--- src/effecter_cmd_pkg.sv ---
package effecter_cmd_pkg;
  // command selector byte that opens every request
  localparam logic [7:0] CMD_SET_STATES = 8'h39;
  localparam logic [7:0] CMD_GET_STATES = 8'h3A;
  // reserved handle values and the handle this terminus answers to
  localparam logic [15:0] HANDLE_RSVD_LO = 16'h0000;
  localparam logic [15:0] HANDLE_RSVD_HI = 16'hFFFF;
  localparam logic [15:0] MY_HANDLE = 16'h0010;
  // composite count limits and sub-effecters implemented
  localparam logic [7:0] COUNT_MIN = 8'h01;
  localparam logic [7:0] COUNT_MAX = 8'h08;
  localparam int SUBS = 8;
  // change request selector codes
  localparam logic [7:0] SEL_LEAVE = 8'h00;
  localparam logic [7:0] SEL_APPLY = 8'h01;
  // completion values
  localparam logic [7:0] CC_SUCCESS = 8'h00;
  localparam logic [7:0] CC_INVALID_DATA = 8'h02;
  localparam logic [7:0] CC_INVALID_LENGTH = 8'h03;
  localparam logic [7:0] CC_UNSUPPORTED_CMD = 8'h05;
  localparam logic [7:0] CC_UNKNOWN_HANDLE = 8'h80;
  localparam logic [7:0] CC_INVALID_STATE = 8'h81;
  localparam logic [7:0] CC_UNSUPPORTED_STATE = 8'h82;
  // operational condition codes, in documented order
  localparam logic [7:0] OP_UPDATE_PENDING = 8'h00;
  localparam logic [7:0] OP_NO_UPDATE = 8'h01;
  localparam logic [7:0] OP_DISABLED = 8'h02;
  localparam logic [7:0] OP_UNAVAILABLE = 8'h03;
  localparam logic [7:0] OP_FAILED = 8'h04;
  localparam logic [7:0] OP_IN_TEST = 8'h05;
  // request byte layout: cmd, handle lo, handle hi, count, entries
  localparam logic [4:0] IDX_HANDLE_LO = 5'h01;
  localparam logic [4:0] IDX_HANDLE_HI = 5'h02;
  localparam logic [4:0] IDX_COUNT = 5'h03;
  localparam logic [4:0] IDX_ENTRY0 = 5'h04;
  localparam logic [4:0] IDX_ENTRY_END = 5'h14;
  localparam logic [4:0] GET_REQ_LEN = 5'h03;
  localparam logic [4:0] SET_HDR_LEN = 5'h04;
  localparam logic [4:0] NB_MAX = 5'h1F;
  // response layout: code, count, then three bytes per sub-effecter
  localparam logic [4:0] RSP_SET_LAST = 5'h00;
  localparam logic [4:0] RSP_GET_LAST = 5'h19;
  // highest legal state code per sub-effecter, index 0 is sub 1
  localparam logic [7:0][7:0] STATE_MAX = {8'h02, 8'h03, 8'h04, 8'h02,
                                           8'h05, 8'h02, 8'h03, 8'h02};
  localparam logic [7:0] STATE_MIN = 8'h01;
  localparam logic [7:0] STATE_RESET = 8'h01;
  // settling time of a requested change
  localparam int CLK_NS = 40;
  localparam int SETTLE_NS = 1000;
  localparam logic [7:0] SETTLE_CYC = 8'((SETTLE_NS + CLK_NS - 1) / CLK_NS);
endpackage : effecter_cmd_pkg

--- src/effecter_cmd.sv ---
`timescale 1ns/10ps
`default_nettype none
// Operation
// - handle 0x0000 and 0xFFFF name nothing
// - composite count must be one to eight
// - set reply is one completion byte
// - illegal selector gives unsupported-state code
// - leave-unchanged selector keeps sub-effecter state
// - apply-change drives sub-effecter to target
// - target decoded against that sub-effecter's state set
// - get request is handle; unknown gives 0x80
// - get reply: code, count, entry per sub
// - get request changes no effecter state
// - condition byte encodes six ordered conditions
// - pending byte shows requested or present state
module effecter_cmd (
  input wire logic i_clk,
  input wire logic i_rst,
  input wire logic i_rx_valid,
  input wire logic [7:0] i_rx_data,
  input wire logic i_rx_last,
  output logic o_rx_ready,
  output logic o_tx_valid,
  output logic [7:0] o_tx_data,
  output logic o_tx_last,
  input wire logic i_tx_ready
);
  typedef enum logic [1:0] {ST_RX, ST_EXEC, ST_RESP} phase_t;

  // whole block state, registered as one word
  typedef struct packed {
    phase_t st;              // request, execute, reply
    logic [4:0] nb;          // request bytes taken, saturating
    logic [7:0] cmd;         // command selector
    logic [15:0] handle;     // effecter handle
    logic [7:0] cnt;         // composite count
    logic [7:0][7:0] sel;    // change request selector per entry
    logic [7:0][7:0] tgt;    // target state per entry
    logic [7:0] code;        // completion value of current request
    logic [7:0][7:0] present;  // present state per sub-effecter
    logic [7:0][7:0] pending;  // requested state in progress
    logic [7:0] pend;          // update pending flags
    logic [7:0] settle;        // cycles left until pending lands
    logic [4:0] tx_idx;        // reply byte being offered
    logic [7:0] tx_data;       // reply byte register
  } state_t;

  state_t s_q;
  state_t s_d;

  // judge a finished request; checks run most general first
  function automatic logic [7:0] judge(input state_t s);
    logic [7:0] c;
    logic bad_sel;
    logic bad_tgt;
    c = effecter_cmd_pkg::CC_SUCCESS;
    bad_sel = 1'b0;
    bad_tgt = 1'b0;
    for (int i = 0; i < effecter_cmd_pkg::SUBS; i++) begin
      if (8'(i) < s.cnt) begin
        if (s.sel[i] != effecter_cmd_pkg::SEL_LEAVE &&
            s.sel[i] != effecter_cmd_pkg::SEL_APPLY) begin
          bad_sel = 1'b1;
        end
        if (s.sel[i] == effecter_cmd_pkg::SEL_APPLY &&
            (s.tgt[i] < effecter_cmd_pkg::STATE_MIN ||
             s.tgt[i] > effecter_cmd_pkg::STATE_MAX[i])) begin
          bad_tgt = 1'b1;
        end
      end
    end
    if (s.cmd != effecter_cmd_pkg::CMD_SET_STATES &&
        s.cmd != effecter_cmd_pkg::CMD_GET_STATES) begin
      c = effecter_cmd_pkg::CC_UNSUPPORTED_CMD;
    end else if (s.nb < effecter_cmd_pkg::GET_REQ_LEN) begin
      c = effecter_cmd_pkg::CC_INVALID_LENGTH;
    end else if (s.handle == effecter_cmd_pkg::HANDLE_RSVD_LO ||
                 s.handle == effecter_cmd_pkg::HANDLE_RSVD_HI ||
                 s.handle != effecter_cmd_pkg::MY_HANDLE) begin
      c = effecter_cmd_pkg::CC_UNKNOWN_HANDLE;
    end else if (s.cmd == effecter_cmd_pkg::CMD_SET_STATES) begin
      if (s.nb < effecter_cmd_pkg::SET_HDR_LEN) begin
        c = effecter_cmd_pkg::CC_INVALID_LENGTH;
      end else if (s.cnt < effecter_cmd_pkg::COUNT_MIN ||
                   s.cnt > effecter_cmd_pkg::COUNT_MAX) begin
        c = effecter_cmd_pkg::CC_INVALID_DATA;
      end else if ({3'h0, s.nb} !=
                   8'(effecter_cmd_pkg::SET_HDR_LEN) + (s.cnt << 1)) begin
        c = effecter_cmd_pkg::CC_INVALID_LENGTH;
      end else if (bad_sel) begin
        c = effecter_cmd_pkg::CC_UNSUPPORTED_STATE;
      end else if (bad_tgt) begin
        c = effecter_cmd_pkg::CC_INVALID_STATE;
      end
    end else if (s.nb != effecter_cmd_pkg::GET_REQ_LEN) begin
      c = effecter_cmd_pkg::CC_INVALID_LENGTH;
    end
    return c;
  endfunction : judge

  // reply byte at position i: code, count, then cond/pending/present
  function automatic logic [7:0] reply(input state_t s, input logic [4:0] i);
    logic [4:0] off;
    logic [2:0] k;
    logic [4:0] j;
    off = i - 5'h02;
    k = 3'(off / 5'h03);
    j = off % 5'h03;
    if (i == 5'h00) begin
      reply = s.code;
    end else if (i == 5'h01) begin
      reply = effecter_cmd_pkg::COUNT_MAX;
    end else if (j == 5'h00) begin
      // no enable command here, so only the two enabled codes occur
      reply = s.pend[k] ? effecter_cmd_pkg::OP_UPDATE_PENDING
                        : effecter_cmd_pkg::OP_NO_UPDATE;
    end else if (j == 5'h01) begin
      reply = s.pend[k] ? s.pending[k] : s.present[k];
    end else begin
      reply = s.present[k];
    end
  endfunction : reply

  // next-state logic
  always_comb begin
    s_d = s_q;
    // settling timer lands pending states first, so a new apply wins
    if (s_q.settle != 8'h00) begin
      s_d.settle = s_q.settle - 8'h01;
      if (s_q.settle == 8'h01) begin
        for (int i = 0; i < effecter_cmd_pkg::SUBS; i++) begin
          if (s_q.pend[i]) begin
            s_d.present[i] = s_q.pending[i];
          end
        end
        s_d.pend = 8'h00;
      end
    end
    case (s_q.st)
      ST_RX: begin
        // collect request bytes by position
        if (i_rx_valid) begin
          if (s_q.nb != effecter_cmd_pkg::NB_MAX) begin
            s_d.nb = s_q.nb + 5'h01;
          end
          if (s_q.nb == 5'h00) begin
            s_d.cmd = i_rx_data;
          end else if (s_q.nb == effecter_cmd_pkg::IDX_HANDLE_LO) begin
            s_d.handle[7:0] = i_rx_data;
          end else if (s_q.nb == effecter_cmd_pkg::IDX_HANDLE_HI) begin
            s_d.handle[15:8] = i_rx_data;
          end else if (s_q.nb == effecter_cmd_pkg::IDX_COUNT) begin
            s_d.cnt = i_rx_data;
          end else if (s_q.nb < effecter_cmd_pkg::IDX_ENTRY_END) begin
            // entry n lives at bytes 4+2n (selector) and 5+2n (target)
            if (s_q.nb[0] == 1'b0) begin
              s_d.sel[3'((s_q.nb - effecter_cmd_pkg::IDX_ENTRY0) >> 1)] =
                i_rx_data;
            end else begin
              s_d.tgt[3'((s_q.nb - effecter_cmd_pkg::IDX_ENTRY0) >> 1)] =
                i_rx_data;
            end
          end
          if (i_rx_last) begin
            s_d.st = ST_EXEC;
          end
        end
      end
      ST_EXEC: begin
        s_d.code = judge(s_q);
        // only a clean set request touches the effecters
        if (s_d.code == effecter_cmd_pkg::CC_SUCCESS &&
            s_q.cmd == effecter_cmd_pkg::CMD_SET_STATES) begin
          for (int i = 0; i < effecter_cmd_pkg::SUBS; i++) begin
            if (8'(i) < s_q.cnt &&
                s_q.sel[i] == effecter_cmd_pkg::SEL_APPLY) begin
              s_d.pending[i] = s_q.tgt[i];
              s_d.pend[i] = 1'b1;
              s_d.settle = effecter_cmd_pkg::SETTLE_CYC;
            end
          end
        end
        s_d.tx_idx = 5'h00;
        s_d.tx_data = s_d.code;
        s_d.st = ST_RESP;
      end
      ST_RESP: begin
        // offer reply bytes; errors and set replies are one byte
        if (i_tx_ready) begin
          if (o_tx_last) begin
            s_d.st = ST_RX;
            s_d.nb = 5'h00;
            s_d.sel = '0;
            s_d.cnt = 8'h00;
          end else begin
            s_d.tx_idx = s_q.tx_idx + 5'h01;
            s_d.tx_data = reply(s_d, s_q.tx_idx + 5'h01);
          end
        end
      end
      default: begin
        s_d.st = ST_RX;
      end
    endcase
  end

  // state register with synchronous reset
  always_ff @(posedge i_clk) begin
    if (i_rst) begin
      s_q <= '0;
      s_q.st <= ST_RX;
      s_q.present <= {8{effecter_cmd_pkg::STATE_RESET}};
      s_q.pending <= {8{effecter_cmd_pkg::STATE_RESET}};
    end else begin
      s_q <= s_d;
    end
  end

  // handshake outputs
  assign o_rx_ready = (s_q.st == ST_RX);
  assign o_tx_valid = (s_q.st == ST_RESP);
  assign o_tx_data = s_q.tx_data;
  // full get reply only on success; everything else is one byte
  assign o_tx_last = (s_q.st == ST_RESP) &&
    (s_q.tx_idx == ((s_q.cmd == effecter_cmd_pkg::CMD_GET_STATES &&
                     s_q.code == effecter_cmd_pkg::CC_SUCCESS)
                    ? effecter_cmd_pkg::RSP_GET_LAST
                    : effecter_cmd_pkg::RSP_SET_LAST));
endmodule : effecter_cmd
`default_nettype wire

--- config.mk ---
export PLATFORM = sky130hd
export DESIGN_NAME = effecter_cmd
export DESIGN_NICKNAME = d
export VERILOG_FILES = /design/src/effecter_cmd_pkg.sv /design/src/effecter_cmd.sv
export SDC_FILE = /design/constraint.sdc
export NUM_CORES = 1
export LEC_CHECK = 0
export BUFFER_PORTS_ARGS = -buffer_cell sky130_fd_sc_hd__clkbuf_2
export CAP_MARGIN = 40
export CORE_MARGIN = 5
export CORE_UTILIZATION = 66
export DETAILED_ROUTE_END_ITERATION = 16
export PLACE_DENSITY = 0.93
export SLEW_MARGIN = 15
export SYNTH_ARGS = -nofsm -noshare
export SYNTH_HDL_FRONTEND = slang
export SYNTH_SLANG_ARGS = --single-unit
--- constraint.sdc ---
create_clock -name i_clk -period 10.71 [get_ports i_clk]
set_clock_uncertainty 0.05 [all_clocks]
set_input_delay 1.6065 -clock i_clk [delete_from_list [all_inputs] [get_ports i_clk]]
set_output_delay 1.6065 -clock i_clk [all_outputs]
set_load 0.1 [all_outputs]
# Word level (Yosys, flattened, before mapping)
# Index checks and enable logic that the tools add are counted.
# totals
reg_bits	332
latch_bits	0
ram_bits	0
mem_bits_ro	0
in_bits	13
output_inout_bits	11
elab_cells	331
mem_count	0
# op_classes
n_addsub	6
n_mul	0
div	2
n_lt_le_gt_ge	32
eq_ne	47
shifts	0
n_mux	122
bitwise	4
n_reduce_logical	75
# ops
op	count
2-to-1 mux 8 bit	39
2-to-1 mux 136 bit	2
2-to-1 mux 128 bit	2
2-to-1 mux 64 bit	4
2-to-1 mux 167 bit	1
2-to-1 mux 152 bit	1
2-to-1 mux 72 bit	2
case mux 72 bit (2 select lines)	1
bitwise mux 64 bit	2
equality test 8 x 1 -> 1 bit, second input constant	9
less-than comparator 8 x 1 -> 1 bit, second input constant	9
nonzero test 8 bit	9
!= test 8 x 1 -> 1 bit, second input constant	8
2-to-1 mux 1 bit	49
binary-select mux 8 bit (select 3 bit)	2
> comparator 8 x 2 -> 1 bit, second input constant	6
2-to-1 mux 16 bit	3
less-than comparator 3 x 8 -> 1 bit, first input constant	4
AND reduction 3 bit	10
logical AND 1 bit	29
2-to-1 mux 13 bit	2
case mux 13 bit (2 select lines)	1
demux 8 bit (select 3 bit)	1
equality test 16 bit, second input constant	1
47 further kinds	91

# Longest topological paths before layout
# logic_depth
ltp_word	37
depth_mapped	27
depth_no_buf	22

# Worst setup path before layout
# OpenSTA, ideal clock, no wires.
# synth_path
path_type	register to register
startpoint	register s_q[8] (netlist name)
endpoint	register s_q (netlist bit o_tx_data[6])
setup_time_ns	0.117
arrival_time_ns	5.397
t_required_ns	10.543
path_slack_ns	5.145
stages_incl_launch_ff	25
n_path_buf	3
period_less_slack_ns	5.565
cell_sequence	dfxtp_1 buf_2 inv_1 ha_1 inv_1 ha_1 xnor2_1 xnor2_1 nor2_2 ha_1 and2_1 o32a_1 or3_1 buf_6 o21ai_2 and2_1 ha_1 inv_1 o211ai_2 nor3_1 o32a_1 buf_4 nand3_1 mux2_2 a32o_1
# synth_via
elab_chain_len	13
elab_cells_between_ends	26
classes_between	add/sub (2); div (2); eq/ne (4); mux (14); reduce/logical (4)
# synth_lines
item	line_no	text
start: declaration	effecter_cmd.sv:48	state_t s_q;
adder 5 x 1 -> 5 bit	effecter_cmd.sv:197	s_d.tx_data = reply(s_d, s_q.tx_idx + 5'h01);
subtractor 5 x 2 -> 5 bit	effecter_cmd.sv:106	off = i - 5'h02;
divider 5 x 2 -> 5 bit	effecter_cmd.sv:107	k = 3'(off / 5'h03);
binary-select mux 8 bit (select 3 bit) (tied with other cells)	effecter_cmd.sv:118, effecter_cmd.sv:120	
2-to-1 mux 8 bit (not written as such) (tied with other cells)	effecter_cmd.sv:118, effecter_cmd.sv:120	
2-to-1 mux 8 bit	effecter_cmd.sv:118	reply = s.pend[k] ? s.pending[k] : s.present[k];
2-to-1 mux 8 bit	effecter_cmd.sv:117	end else if (j == 5'h01) begin
2-to-1 mux 8 bit	effecter_cmd.sv:113	end else if (j == 5'h00) begin
2-to-1 mux 8 bit	effecter_cmd.sv:111	end else if (i == 5'h01) begin
2-to-1 mux 8 bit	effecter_cmd.sv:109	if (i == 5'h00) begin
2-to-1 mux 13 bit	effecter_cmd.sv:190	if (o_tx_last) begin
2-to-1 mux 13 bit	effecter_cmd.sv:189	if (i_tx_ready) begin
case mux 13 bit (2 select lines)	effecter_cmd.sv:139	case (s_q.st)
# Several ways; a longest one is shown, not always the timed one. The select of a mux whose other input is x is not followed.
# A chain may end at the register's enable or synchronous reset.

# Final worst setup path
# Ends and elaborated chain as after synthesis.

==> reports/qor.txt <==
WP data required: 11.11 ns
Largest net degree at the start of global routing: 107
Critical Path End Type: flip-flop
Worst skew pair latency: 0.58 ns
Syn Nets: 1,767
DR vias: 13,100
Max-slew violations: 0
Sequential share of the synthesized area: 0.431
Reg2Reg Capture Point: o_tx_data[6]
Cell mode on critical path: ha_1
Number of port buffers: 23
Setup TNS: 0 ns
Post-synthesis sequential element count: 328
Total GRT Usage: 0.301
Clk sinks: 328
Avg Inst Size Synth: 8.77 sq um
Layout cells sized above 1: 0.0786
Final critical-path required period: 6.96 ns
Final hold violations: 0
Crit share post-route: 0.650
Internal reg-to-reg setup slack: 3.75 ns
Final setup viols: 0
Initial detailed-routing violation count: 1,693
Final hold slack: 0.407 ns
Worst slew pin tran: 0.880 ns
Drt wl/cell: 20.0 um
Critical path cell sequence: inv_1 > ha_1 > inv_1 > ha_1 > xnor2_1 > xnor2_1 > nor2_2 > ha_1 > and2_1 > nor2_1 > o32a_1 > or3_1 > o21ai_2 > and2_1 > ha_1 > inv_1 > o211a_1 > nand3_2 > o21ai_2 > nand3_1 > mux2_2 > a32o_1
Clock Tree Buf Depth: 3
Worst R2R Start: s_q[8]
M1 GR Usage: 0.399
Die Y-Extent: 162 um
M2 GR Usage: 0.473
Post-synth EDFFs: 0
First-pass GRT wire length: 65,000 um
Most frequent cells in the layout: dfxtp_1 (328), nor2_1 (324), mux2i_1 (227), nand2_1 (159), a21oi_1 (88)
Post-Syn Area: 0.0152 sq mm
Synth async-reset ratio: 0
Vias/cell: 6.47
Worst R2R Path Depth: 22
Grt peak-use layer: met2
Ys flop type: dfxtp_1
Arrival time worst endpoint: 7.36 ns
Remaining antenna violation count: 0
WS Path Type: reg2reg
N_diodes: 0
Site row count: 55
Gpl congestion: 1.02
Max stage delay on crit path: 0.62 ns
Post-Synthesis Cells: 1,736
Post-CTS Resized: 0
P per Cell Area: 158 mW/mm^2
Grt ovf: 0
Filler instances: 1,515
I/O pins: 24
Max Cap Viol: 0
Max Freq: 0.144 GHz
CP max-delay cell: dfxtp_1
Seq pwr share: 0.480
Reg clk slew, reported paths: 0.06 ns
Most common cell after layout, fill and taps aside: dfxtp_1
M3 GR Usage: 0.0485
Clk network pwr share: 0.453
Power Internal: 2.00 mW
Pre-Repair DR Iteration Count: 6
Hold depth: 2
Routed WL: 40,300 um
Die Footprint: 0.0262 sq mm
Die Wd: 162 um
Clock buffer count from CTS: 31
Hpwl dp: 26,800 um
RSZ-0062 raised after global routing: false
Post-CTS setup buffers: 0
CTS tree: built
Root Buffer: clkbuf_16
Vias in the first global route: 12,600
Initial antenna violation count: 0
# hold bufs at CTS: 0
CP max FO: 22
H-tree depth: 1
Peak supply drop: 0.149 mV
Run status: finished, final reports clean
Critical Path Start Type: flip-flop
Combinational power share: 0.067
Initial Util: 0.671
Hold path start: s_q[322]
Yosys cell types: 84
Max_slew headroom: 0.413
Pleak: 6.77 nW
Hold Path Sink: s_q[322]
Core area: 0.0227 sq mm
Sw frac: 0.233
Area growth, synth to finish: 8.68%
Post-route DRC: 0
Yosys Warn Count: 0
Net switching power: 609 uW
Layout Nets: 1,739
Hold Crit Class: reg2reg
## power by group through the flow
| stage | sequential, mW | combinational [mW] | clock (mW) |
|---|---|---|---|
| 2_1_floorplan | 1.28 | 0.134 | 0 |
| 3_5_place_dp | 1.28 | 0.169 | 0 |
| 6_report | 1.26 | 0.174 | 1.18 |
| 5_1_grt | 1.26 | 0.191 | 1.25 |
| 4_1_cts | 1.26 | 0.171 | 1.19 |
| 3_3_place_gp | 1.28 | 0.162 | 0 |
## synth_stat cells (16+ instances only)
master,count,area (sq um)
nor2_1,324,1220
nand2b_1,26,163
dfxtp_1,328,6570
nor3_1,21,105
ha_1,18,225
nor4_1,27,169
nand2_1,159,597
mux2i_1,227,2270
nor3b_1,16,120
and3_1,18,113
inv_1,22,82.6
and2_1,47,294
o21ai_0,18,90.1
o211ai_1,16,120
clkbuf_1,82,308
a21oi_1,89,445
nand3_1,72,360
## state kept, by name (all words and copies together) (netlist names)
name	cells
s_q	320
o_tx_data	8
## critical path, delay by kind of cell (launching register included)
kind,cells,cell delay (ns)
and+or+nand+nor,7,2.01
xor gates and xnor gates,2,0.64
buffers and inverters,3,0.47
adders and majority gates,4,1.18
muxes,1,0.37
AOI/OAI and AO/OA,5,1.48
DFF,1,0.62
## metrics by stage
stage / setup slack, ns / utilization / total power [mW] / area, sq um / instances
floorplan: 5.15 / - / 1.41 / 15200 / 1736
global placement: 4.20 / 0.674 / 1.44 / 15300 / 1946
detailed placement: 3.94 / 0.680 / 1.45 / 15400 / 1958
CTS: 3.87 / 0.728 / 2.62 / 16500 / 2014
global route: 3.28 / 0.729 / 2.69 / 16600 / 2016
finish: 3.75 / 0.729 / 2.61 / 16600 / 2016
## worst max path at each step
stage,slack (ns),endpoint,from
after CTS,3.87,o_tx_data[4],s_q[8]
after global routing,3.28,o_tx_data[4],s_q[8]
after floorplan,5.15,o_tx_data[6],s_q[8]
after global placement,4.20,o_tx_data[6],s_q[8]
final,3.75,o_tx_data[6],s_q[8]
after detailed placement,3.94,o_tx_data[4],s_q[8]
## routing by layer
layer | share of wire | wire, um
met1 | 0.40 | 16200
met2 | 0.45 | 18200
met3 | 0.095 | 3810
met4 | 0.052 | 2110
met5 | 0 | 0
## cell type report
| cell class | instances | area [sq um] | share of cell area |
|---|---|---|---|
| Tap cell | 285 | 357 | 0.0215 |
| Clock inverter | 14 | 228 | 0.0138 |
| Multi-Input combinational cell | 1279 | 8110 | 0.490 |
| Sequential cell | 328 | 6570 | 0.397 |
| Timing Repair Buffer | 46 | 337 | 0.0203 |
| Inverter | 22 | 82.6 | 0.00499 |
| Clock buffer | 42 | 867 | 0.0524 |
## logic make-up (layout without fill, tap and decap cells)
group                    Yosys count  count (layout)  synth area share
flip-flops                       328             328             0.431
multiplexers                     246             246             0.168
AND/OR/NAND/NOR                  777             777             0.238
adder cells (fa/ha/maj)           18              18            0.0148
XOR/XNOR                          21              21            0.0121
AO/OA/AOI/OAI                    217             217            0.0997
buffers and inverters            129             124            0.0368
No activity file was read; power rests on OpenSTA's default activity.
